===== config.mk =====
export PLATFORM = sky130hd
export DESIGN_NAME = sob_top
export DESIGN_NICKNAME = d
export VERILOG_FILES = /design/src/sob_pkg.sv /design/src/sob_top.sv /design/src/sob_chan.sv
export SDC_FILE = /design/constraint.sdc
export NUM_CORES = 1
export LEC_CHECK = 0
export BUFFER_PORTS_ARGS = -buffer_cell sky130_fd_sc_hd__buf_2
export CORE_MARGIN = 3
export CORE_UTILIZATION = 25
export DETAILED_ROUTE_END_ITERATION = 10
export GPL_ROUTABILITY_DRIVEN = 1
export PLACE_DENSITY_LB_ADDON = 0.05
export SYNTH_ARGS = -nofsm -noshare
export SYNTH_HDL_FRONTEND = slang
export SYNTH_HIERARCHICAL = 1
export SYNTH_SLANG_ARGS = --single-unit
export TNS_END_PERCENT = 20

===== constraint.sdc =====
create_clock -name clk -period 1.8 [get_ports clk]
set_input_delay 0.36 -clock clk [delete_from_list [all_inputs] [get_ports clk]]
set_output_delay 0.36 -clock clk [all_outputs]
set_load 0.02 [all_outputs]

===== src/sob_pkg.sv =====
// Notes on behaviour
// - Dual-channel output drives both channels on while logic input is 1, else off.
// - Each output pair has one combined restart and feedback input.
// - Reset option holds output off after each input fall until valid reset.
// - Manual reset accepts one 0 to 1 transition on restart input.
// - Monitored reset needs 0 to 1 then back to 0 on restart input.
// - Status option exports current output state to the logic scheme.
// - Feedback must be complement of output within window after each change.
// - Missed feedback forces output low and flashes its clear indicator.
// - Error option drives error output high on feedback fault.
// - Error output stays latched until power cycle or master reset operator.
// - Single-channel output drives its channel on while input is 1, else off.
// - Restart input present only with reset or check, except high-current variant.
// - Four channels form four single, two double, or two single plus one double.
package sob_pkg;

	// ----------------------------------------
	// Timing
	// ----------------------------------------
	localparam int unsigned CLK_HZ         = 50_000_000;
	localparam int unsigned CYC_PER_MS     = CLK_HZ / 1000;
	localparam int unsigned CNT_W          = 24;
	localparam int unsigned FBK_WINDOW_MS  = 100;
	localparam int unsigned FBK_WINDOW_CYC = FBK_WINDOW_MS * CYC_PER_MS;
	localparam int unsigned FLASH_HALF_MS  = 250;
	localparam int unsigned FLASH_HALF_CYC = FLASH_HALF_MS * CYC_PER_MS;

	// ----------------------------------------
	// Channel group
	// ----------------------------------------
	localparam int unsigned NUM_CH          = 4;
	localparam logic [1:0]  GRP_FOUR_SINGLE = 2'h0;
	localparam logic [1:0]  GRP_TWO_DOUBLE  = 2'h1;
	localparam logic [1:0]  GRP_MIXED       = 2'h2;

	// ----------------------------------------
	// Types
	// ----------------------------------------
	typedef struct packed {
		logic reset_req;
		logic monitored;
		logic edm_en;
		logic status_en;
		logic err_en;
	} sob_cfg_s;

	typedef enum logic [2:0] {
		ST_OFF,
		ST_ARM,
		ST_PULSE,
		ST_ON
	} sob_chan_st_e;

	typedef struct packed {
		sob_chan_st_e     st;
		logic [CNT_W-1:0] cnt;
		logic             rfb_d;
		logic             out_d;
		logic             fault;
		logic             err;
	} sob_chan_s;

	typedef struct packed {
		logic [NUM_CH-1:0] out;
		logic [NUM_CH-1:0] stat;
		logic [NUM_CH-1:0] err;
		logic [NUM_CH-1:0] led;
		logic [NUM_CH-1:0] present;
		logic [CNT_W-1:0]  flash_cnt;
		logic              phase;
	} sob_top_s;

	// ----------------------------------------
	// Reset values
	// ----------------------------------------
	localparam sob_chan_s CHAN_RST = '{st: ST_OFF, cnt: '0, rfb_d: 1'b0, out_d: 1'b0,
		fault: 1'b0, err: 1'b0};
	localparam sob_top_s  TOP_RST  = '0;

endpackage : sob_pkg


===== src/sob_top.sv =====
`timescale 1ns/1ps
module sob_top #(
	parameter logic [sob_pkg::CNT_W-1:0] WINDOW_CYC = sob_pkg::CNT_W'(sob_pkg::FBK_WINDOW_CYC),
	parameter logic [sob_pkg::CNT_W-1:0] FLASH_CYC  = sob_pkg::CNT_W'(sob_pkg::FLASH_HALF_CYC)
) (
	input  wire logic                                      clk,
	input  wire logic                                      rst,
	input  wire logic [1:0]                                group_mode,
	input  wire logic                                      high_current_variant,
	input  wire sob_pkg::sob_cfg_s [sob_pkg::NUM_CH-1:0]   cfg,
	input  wire logic [sob_pkg::NUM_CH-1:0]                logic_in,
	input  wire logic [sob_pkg::NUM_CH-1:0]                restart_feedback_input,
	input  wire logic                                      master_reset_operator,
	output logic [sob_pkg::NUM_CH-1:0]                     safety_switching_output,
	output logic [sob_pkg::NUM_CH-1:0]                     status_export,
	output logic [sob_pkg::NUM_CH-1:0]                     error_output,
	output logic [sob_pkg::NUM_CH-1:0]                     clear_indicator,
	output logic [sob_pkg::NUM_CH-1:0]                     restart_input_present
);

	// ----------------------------------------
	// Group decoding
	// ----------------------------------------
	function automatic logic block_used(input logic [1:0] mode, input int unsigned b);
		logic used;
		case (mode)
			sob_pkg::GRP_TWO_DOUBLE: used = (b == 0) || (b == 2);
			sob_pkg::GRP_MIXED:      used = (b != 3);
			default:                 used = 1'b1;
		endcase
		return used;
	endfunction : block_used

	function automatic logic [1:0] ch_owner(input logic [1:0] mode, input logic [1:0] ch);
		logic [1:0] owner;
		case (mode)
			sob_pkg::GRP_TWO_DOUBLE: owner = {ch[1], 1'b0};
			sob_pkg::GRP_MIXED:      owner = ch[1] ? 2'h2 : ch;
			default:                 owner = ch;
		endcase
		return owner;
	endfunction : ch_owner

	// ----------------------------------------
	// Output blocks
	// ----------------------------------------
	logic [sob_pkg::NUM_CH-1:0] blk_on;
	logic [sob_pkg::NUM_CH-1:0] blk_stat;
	logic [sob_pkg::NUM_CH-1:0] blk_err;
	logic [sob_pkg::NUM_CH-1:0] blk_fault;
	logic [sob_pkg::NUM_CH-1:0] blk_used;

	genvar gi;
	generate
		for (gi = 0; gi < sob_pkg::NUM_CH; gi++)
		begin : g_blk
			assign blk_used[gi] = block_used(group_mode, gi);
			sob_chan #(
				.WINDOW_CYC   (WINDOW_CYC)
			) u_chan (
				.clk          (clk),
				.rst          (rst),
				.cfg          (cfg[gi]),
				.logic_in     (logic_in[gi] & blk_used[gi]),
				.rfb_in       (restart_feedback_input[gi]),
				.master_reset (master_reset_operator),
				.out_on       (blk_on[gi]),
				.status_on    (blk_stat[gi]),
				.error_on     (blk_err[gi]),
				.fault_on     (blk_fault[gi])
			);
		end
	endgenerate

	// ----------------------------------------
	// Registered outputs
	// ----------------------------------------
	sob_pkg::sob_top_s r;
	sob_pkg::sob_top_s n;

	always_comb
	begin
		n = r;
		// Flash rate enable
		if (r.flash_cnt >= FLASH_CYC - sob_pkg::CNT_W'(1))
		begin
			n.flash_cnt = '0;
			n.phase     = ~r.phase;
		end
		else
			n.flash_cnt = r.flash_cnt + sob_pkg::CNT_W'(1);
		for (int c = 0; c < sob_pkg::NUM_CH; c++)
		begin
			// Output and indicator of both channels of a double block follow the one owner
			n.out[c] = blk_on[ch_owner(group_mode, 2'(c))];
			n.led[c] = blk_fault[ch_owner(group_mode, 2'(c))] & r.phase;
			n.stat[c] = blk_used[c] & blk_stat[c];
			n.err[c] = blk_used[c] & blk_err[c];
			n.present[c] = blk_used[c] & (high_current_variant
				| cfg[c].reset_req | cfg[c].edm_en);
		end
	end

	always_ff @(posedge clk)
	begin
		if (rst)
			r <= sob_pkg::TOP_RST;
		else
			r <= n;
	end

	assign safety_switching_output = r.out;
	assign status_export           = r.stat;
	assign error_output            = r.err;
	assign clear_indicator         = r.led;
	assign restart_input_present   = r.present;

endmodule : sob_top


===== src/sob_chan.sv =====
`timescale 1ns/1ps
module sob_chan #(
	parameter logic [sob_pkg::CNT_W-1:0] WINDOW_CYC = sob_pkg::CNT_W'(sob_pkg::FBK_WINDOW_CYC)
) (
	input  wire logic              clk,
	input  wire logic              rst,
	input  wire sob_pkg::sob_cfg_s cfg,
	input  wire logic              logic_in,
	input  wire logic              rfb_in,
	input  wire logic              master_reset,
	output logic                   out_on,
	output logic                   status_on,
	output logic                   error_on,
	output logic                   fault_on
);

	sob_pkg::sob_chan_s r;
	sob_pkg::sob_chan_s n;
	logic               rise;
	logic               fall;
	logic               now_on;
	logic               check;

	// ----------------------------------------
	// Next state
	// ----------------------------------------
	always_comb
	begin
		n      = r;
		rise   = rfb_in & ~r.rfb_d;
		fall   = ~rfb_in & r.rfb_d;
		now_on = (r.st == sob_pkg::ST_ON);
		n.rfb_d = rfb_in;
		n.out_d = now_on;
		case (r.st)
			sob_pkg::ST_OFF:
			begin
				if (logic_in)
					n.st = cfg.reset_req ? sob_pkg::ST_ARM : sob_pkg::ST_ON;
			end
			sob_pkg::ST_ARM:
			begin
				if (rise)
					n.st = cfg.monitored ? sob_pkg::ST_PULSE : sob_pkg::ST_ON;
			end
			sob_pkg::ST_PULSE:
			begin
				if (fall)
					n.st = sob_pkg::ST_ON;
			end
			sob_pkg::ST_ON:
			begin
				n.st = sob_pkg::ST_ON;
			end
			default:
			begin
				n.st = sob_pkg::ST_OFF;
			end
		endcase
		if (!logic_in || r.fault)
			n.st = sob_pkg::ST_OFF;
		// Window restarts on every output change
		if (now_on != r.out_d)
			n.cnt = WINDOW_CYC;
		else if (r.cnt != '0)
			n.cnt = r.cnt - sob_pkg::CNT_W'(1);
		// While armed the restart edge stands for the released contactors
		check = cfg.edm_en && (r.cnt == '0) && (now_on == r.out_d)
			&& (now_on || !cfg.reset_req || r.st == sob_pkg::ST_OFF);
		if (master_reset)
		begin
			n.fault = 1'b0;
			n.err   = 1'b0;
		end
		if (check && (rfb_in == now_on))
		begin
			n.fault = 1'b1;
			if (cfg.err_en)
				n.err = 1'b1;
		end
	end

	always_ff @(posedge clk)
	begin
		if (rst)
			r <= sob_pkg::CHAN_RST;
		else
			r <= n;
	end

	// ----------------------------------------
	// Outputs
	// ----------------------------------------
	assign out_on    = (r.st == sob_pkg::ST_ON);
	assign status_on = cfg.status_en & out_on;
	assign error_on  = cfg.err_en & r.err;
	assign fault_on  = r.fault;

endmodule : sob_chan


# --- Yosys cells after proc, flatten, opt, wreduce, memory -nomap -nowiden ---
# Index checks and enable logic that the tools add are counted.
# Widths: inputs -> output; s select.
op_classes:
  addsub: 5
  eq_ne: 38
  bitwise_logic: 45
  reduce_logical: 70
  mux: 56
  magnitude_cmp: 3
ops:
  columns: ["operator", "count"]
  rows:
  - ["$mux 23", 8]
  - ["$logic_not 24->1", 4]
  - ["$reduce_bool 24->1", 4]
  - ["$sub 24x1->24 const B", 4]
  - ["$pmux 3 s4", 4]
  - ["$mux 3", 12]
  - ["$and 1x1->1", 28]
  - ["$add 24x1->24 const B", 1]
  - ["$eq 3x2->1 const B", 8]
  - ["$ge 24x24->1 const B", 1]
  - ["$mux 2", 12]
  - ["$ne 2x1->1 const B", 10]
  - ["$reduce_or 2->1", 10]
  - ["$logic_and 1x1->1", 16]
  - ["$mux 1", 16]
  - ["$reduce_bool 2->1", 8]
  - ["$eq 3x1->1 const B", 4]
  - ["$logic_not 3->1", 4]
  - ["$logic_or 1x1->1", 12]
  - ["$reduce_and 3->1", 4]
  - ["$not 1->1", 9]
  - ["$bmux 1 s2", 4]
  - ["$eq 1x1->1", 8]
  - ["$logic_not 1->1", 8]
  - ["other kinds (6)", 18]
totals:
  register_bits: 169
  word_cells: 252

# --- Depth between registers and ports, before layout ---
logic_depth:
  depth_word: 7
  depth_mapped: 8
  ltp_nobuf: 7

# --- Hierarchy ---
# The synthesis kept the hierarchy.
by_module_without_submodules:
  columns: ["mod", "seq_area_each_um2", "n_inst", "area_each_um2", "cells_per_inst"]
  rows:
  - ["sob_chan", 600.6, 4, 1535.2, 174]
  - ["sob_top", 900.9, 1, 1978.1, 207]

# --- Least setup slack after synthesis ---
# OpenSTA, ideal clock, no wires.
synth_timing:
  kind: "register -> register"
  startpoint: "register g_blk[0].u_chan/r[4] (netlist name)"
  endpoint: "register g_blk[0].u_chan/r[7] (netlist name)"
  setup_slack_ns: 0.047
  path_stages_with_launch: 9
  arrival_time_ns: 1.625
  path_cell_list: "dfxtp_1 -> inv_1 -> ha_1 -> nor3b_1 -> nand4_2 -> o21ai_1 -> buf_2 -> xor2_1 -> nor2_1"
synth_between:
  elab_chain_cells: 1
  word_cells_on_any_way: 2
synth_rtl:
  columns: ["item", "line_no", "rtl"]
  rows:
  - ["start: declaration", "sob_chan.sv:17", "sob_pkg::sob_chan_s r;"]
  - ["start signal: assignment", "sob_chan.sv:86", "r <= sob_pkg::CHAN_RST;"]
  - ["start signal: assignment", "sob_chan.sv:88", "r <= n;"]
  - ["$sub 24x1->24 or $reduce_bool 24->1 (tied branches)", "sob_chan.sv:66, sob_chan.sv:65", null]
# Several ways; a longest one is shown, not always the timed one.
# A chain may end at the register's enable or synchronous reset.

# --- Worst setup path after layout ---
layout_timing:
  startpoint: "register g_blk[1].u_chan/r[4] (netlist name)"
  endpoint: "register g_blk[1].u_chan/r[27] (netlist name)"
layout_between:
  elab_chain_cells: 1
  word_cells_on_any_way: 2
layout_rtl:
  columns: ["item", "line_no"]
  rows:
  - ["start: declaration", "sob_chan.sv:17"]
  - ["start signal: assignment", "sob_chan.sv:86"]
  - ["start signal: assignment", "sob_chan.sv:88"]
  - ["$sub 24x1->24 or $reduce_bool 24->1 (tied branches)", "sob_chan.sv:66, sob_chan.sv:65"]
# Several ways; a longest one is shown, not always the timed one.

==> summary.txt <==
Placement
  • Placed insts: between 1000 and 1500
  • IO buf count: 53
  • Post-DP HPWL: roughly 17 mm
  • Worst setup slack after placement: -56.5 ps
  • Placer congestion estimate: roughly 0.74

Synthesis
  • Number of synthesized flops with an enable pin: 0
  • Netlist Area Pre-Place: between 8000 and 9000 um^2
  • Synth top area share: between 40% and 50%
  • Yosys warns: 6
  • Area leader, netlist: dfxtp_1
  • Post-Syn Nets: 947
  • Mapped Avg Cell Area: 8.99 um^2
  • Synth Flop Type: dfxtp_1
  • Ys async rst share: 0%
  • Library cells used by synthesis: between 50 and 60
  • Ranking of synthesized cells by area: dfxtp_1, xor2_1, nor2_1
  • Sequential share of the synthesized area: roughly two fifths
  • #FFs+latches synth: ~170
  • Post-Syn Instances: 903

CTS
  • Total clock buffers created by CTS: 17
  • Clk buf depth: 2
  • CTS root buffer: clkbuf_16
  • H-tree levels: 4
  • Clock latency on the worst-skew pair: 430 ps
  • Worst-path clk slew: about 70 ps
  • CTS Sinks: about 170
  • Post-cts hold buffer count: 0
  • TritonCTS clock tree: built

Power
  • Reg power frac: between 20% and 30%
  • Switching Fraction: around 40%
  • Net switching power figure: ~0.008 W
  • Clock share of power: roughly 18%
  • Logic pwr share: between 50% and 60%
  • Leakage: about 4.3 nW
  • Final Power: roughly 0.02 W
  • Peak supply drop: about 700 uV
  • Internal power: about 0.012 W
  • Pwr Density: roughly 1900 nW/um^2

Critical path
  • Crit end category: flip-flop
  • Crit path depth: 8
  • Critical-path cell list: inv_1 -> ha_1 -> nor3b_2 -> nand4_2 -> o21ai_1 -> buf_4 -> or4_1 -> a21oi_1
  • CP Launch Type: flip-flop
  • Setup CP Type: flip-flop to flip-flop
  • Worst Path Required: 2160 ps
  • Buffers plus inverters on the worst setup path: 2
  • Max Fanout on Critical Path: 8
  • Reg2reg path depth: 8
  • CP top delay family: simple AND/OR/NAND/NOR gates
  • CP max stage cell: or4_1
  • CP arrival: ~2100 ps
  • Slowest Stage Delay on Critical Path: about 500 ps

GRT
  • Largest net degree at the start of global routing: 29
  • First-pass GRT wire length: 37.0 mm
  • Antenna violations before repair: 0
  • Total track usage: a little over an eighth
  • Vias in the first global route: between 6000 and 7000
  • Gr ovfl total: 0

Detailed routing
  • WL final: around 23 mm
  • DR vias: between 7000 and 8000
  • Number of remaining DRC errors: 0
  • Antenna-violating nets left: 0
  • Wire per inst: 15.2 um
  • Initial DRC count: between 200 and 300
  • Drt pass-1 iters: 7
  • Vias/cell: 4.59

Timing
  • Final Hold Vio Count: 0
  • Setup-failing EPs final: 0
  • Fin Clk Skew: ~12 ps
  • Final period utilization: 98.6%
  • Hold_ws: about 190 ps
  • Unrepaired setup endpoints after global routing: yes
  • Max frequency: between 500 and 600 MHz
  • Max-slew violation count: 0
  • Final worst path period need: approximately 1800 ps
  • Worst-Margin Slew: 460 ps
  • Worst setup margin: between 20 and 25 ps
  • Slew margin rel.: approximately 70%

Die
  • Die ar.: approximately 35000 um^2
  • Ports: 54
  • Core area: roughly 32000 um^2
  • Row count: 65
  • Die width: between 150 and 200 um
  • Initial Utilization: about 26%
  • Height of the die: 186 um

Layout
  • Post-route insts no fill: ~1500
  • Share of layout cells above drive strength 1: a little under a third
  • FILL cells: between 3000 and 4000
  • Multi-input logic area: 4720 um^2
  • Diode count: 0
  • Area grow syn2layout: 31.7%
  • Sequential Area: roughly 3300 um^2
  • Layout Nets: around 1100

Run status
  • Status: finished clean

Run
  • Max-Cap Viols: 0

Min path
  • Hold crit path type: input pin to flip-flop
  • Worst hold stages: 3
per-stage QoR:
step	util [%]	cell area (um^2)	TNS, ps
floorplan	-	8120	0
global placement	30.5	9710	-337
detailed placement	30.5	9710	-332
CTS	32.5	10300	-74.4
global route	33.6	10700	-516
finish	33.6	10700	0
Yosys cell counts, types with 20 or more instances:
library cell,n
a21oi_1,65
buf_4,21
dfxtp_1,165
inv_1,28
nand2_1,40
nand2b_1,37
nand3_1,25
nand4_1,28
nor2_1,101
nor2b_1,20
nor3_1,24
o21ai_0,28
o31ai_1,21
or4_1,24
xor2_1,47
state kept, by name (all words and copies together), names as in the netlist:
signal	flops
g_blk.u_chan/r	116
r	25
clear_indicator	4
error_output	4
g_blk.u_chan/fault_on	4
restart_input_present	4
safety_switching_output	4
status_export	4
cell usage in the layout (no fill, tap or decap), types with 7 or more instances in the layout:
cell type	synthesis	routed
a21oi_1	65	62
a31oi_1	12	12
and2_1	8	8
and3_1	8	8
and4_1	14	11
buf_2	8	52
buf_4	21	152
clkbuf_16	0	17
dfxtp_1	165	148
dfxtp_2	0	17
ha_1	10	8
inv_1	28	24
inv_6	0	7
nand2_1	40	40
nand2b_1	37	37
nand3_1	25	24
nand3_2	5	8
nand3b_1	8	8
nand4_1	28	28
nor2_1	101	101
nor2b_1	20	16
nor3_1	24	23
nor4_4	9	13
nor4b_1	8	8
o211ai_1	12	12
o21ai_0	28	22
o31ai_1	21	21
or2_2	12	12
or3_1	12	12
or4_1	24	22
xnor2_1	18	18
xor2_1	47	47
final timing paths:
kind | start | end | slack (ps)
max | g_blk[1].u_chan/r[4] | g_blk[1].u_chan/r[27] | 20
min | cfg[12] | restart_input_present[2] | 190
max reg2reg | g_blk[1].u_chan/r[4] | g_blk[1].u_chan/r[27] | 20
min reg2reg | g_blk[1].u_chan/r[5] | g_blk[1].u_chan/r[5] | 460
cell type report:
class / instances / share of cell area, %
sequential: 165 / 31.1
clock buffer: 18 / 4.01
clock inverter: 14 / 1.09
tap: 435 / 5.09
inverter: 28 / 0.983
timing repair buffer: 209 / 13.6
multi-input combinational: 672 / 44.1
tightest hold or removal path: cells and delay by family:
kind	cells	cell delay (ps)
and+or+nand+nor	2	130
buffers and inverters	1	100
kinds of logic (layout without fill, tap and decap cells):
family / after synthesis / after routing / synth area share (%)
xor gates and xnor gates: 69 / 69 / 7.81
buffers and inverters: 70 / 269 / 4.52
and+or+nand+nor: 424 / 428 / 32.5
adders and majority gates: 10 / 10 / 1.54
muxes: 4 / 4 / 0.493
DFF: 165 / 165 / 40.7
AOI/OAI and AO/OA: 161 / 161 / 12.4
power groups by stage:
stage | clock, W | sequential [W] | combinational [W]
after floorplan | 0 | 0.00532 | 0.00563
after global placement | 0 | 0.00544 | 0.00962
after detailed placement | 0 | 0.00541 | 0.00952
after CTS | 0.00366 | 0.00535 | 0.00977
after global routing | 0.00382 | 0.00559 | 0.0123
final | 0.00350 | 0.00546 | 0.0111
per-layer routing:
layer | track usage, % | vias up | share of wire [%]
met5 | 0 | - | 0
met4 | 3.49 | 0 | 1.3
met3 | 2.37 | 18 | 2.3
met2 | 22.6 | 80 | 48
met1 | 18.3 | 3338 | 49
li1 | - | 3639 | -
what timing repair did:
item | CTS | global route
pin swaps | 7 | 21
setup buffers | 5 | 11
gates cloned | 0 | 5
setup endpoints to repair | 30 | 99
gates resized for setup | 13 | 66
(Power assumes the default switching activity.)
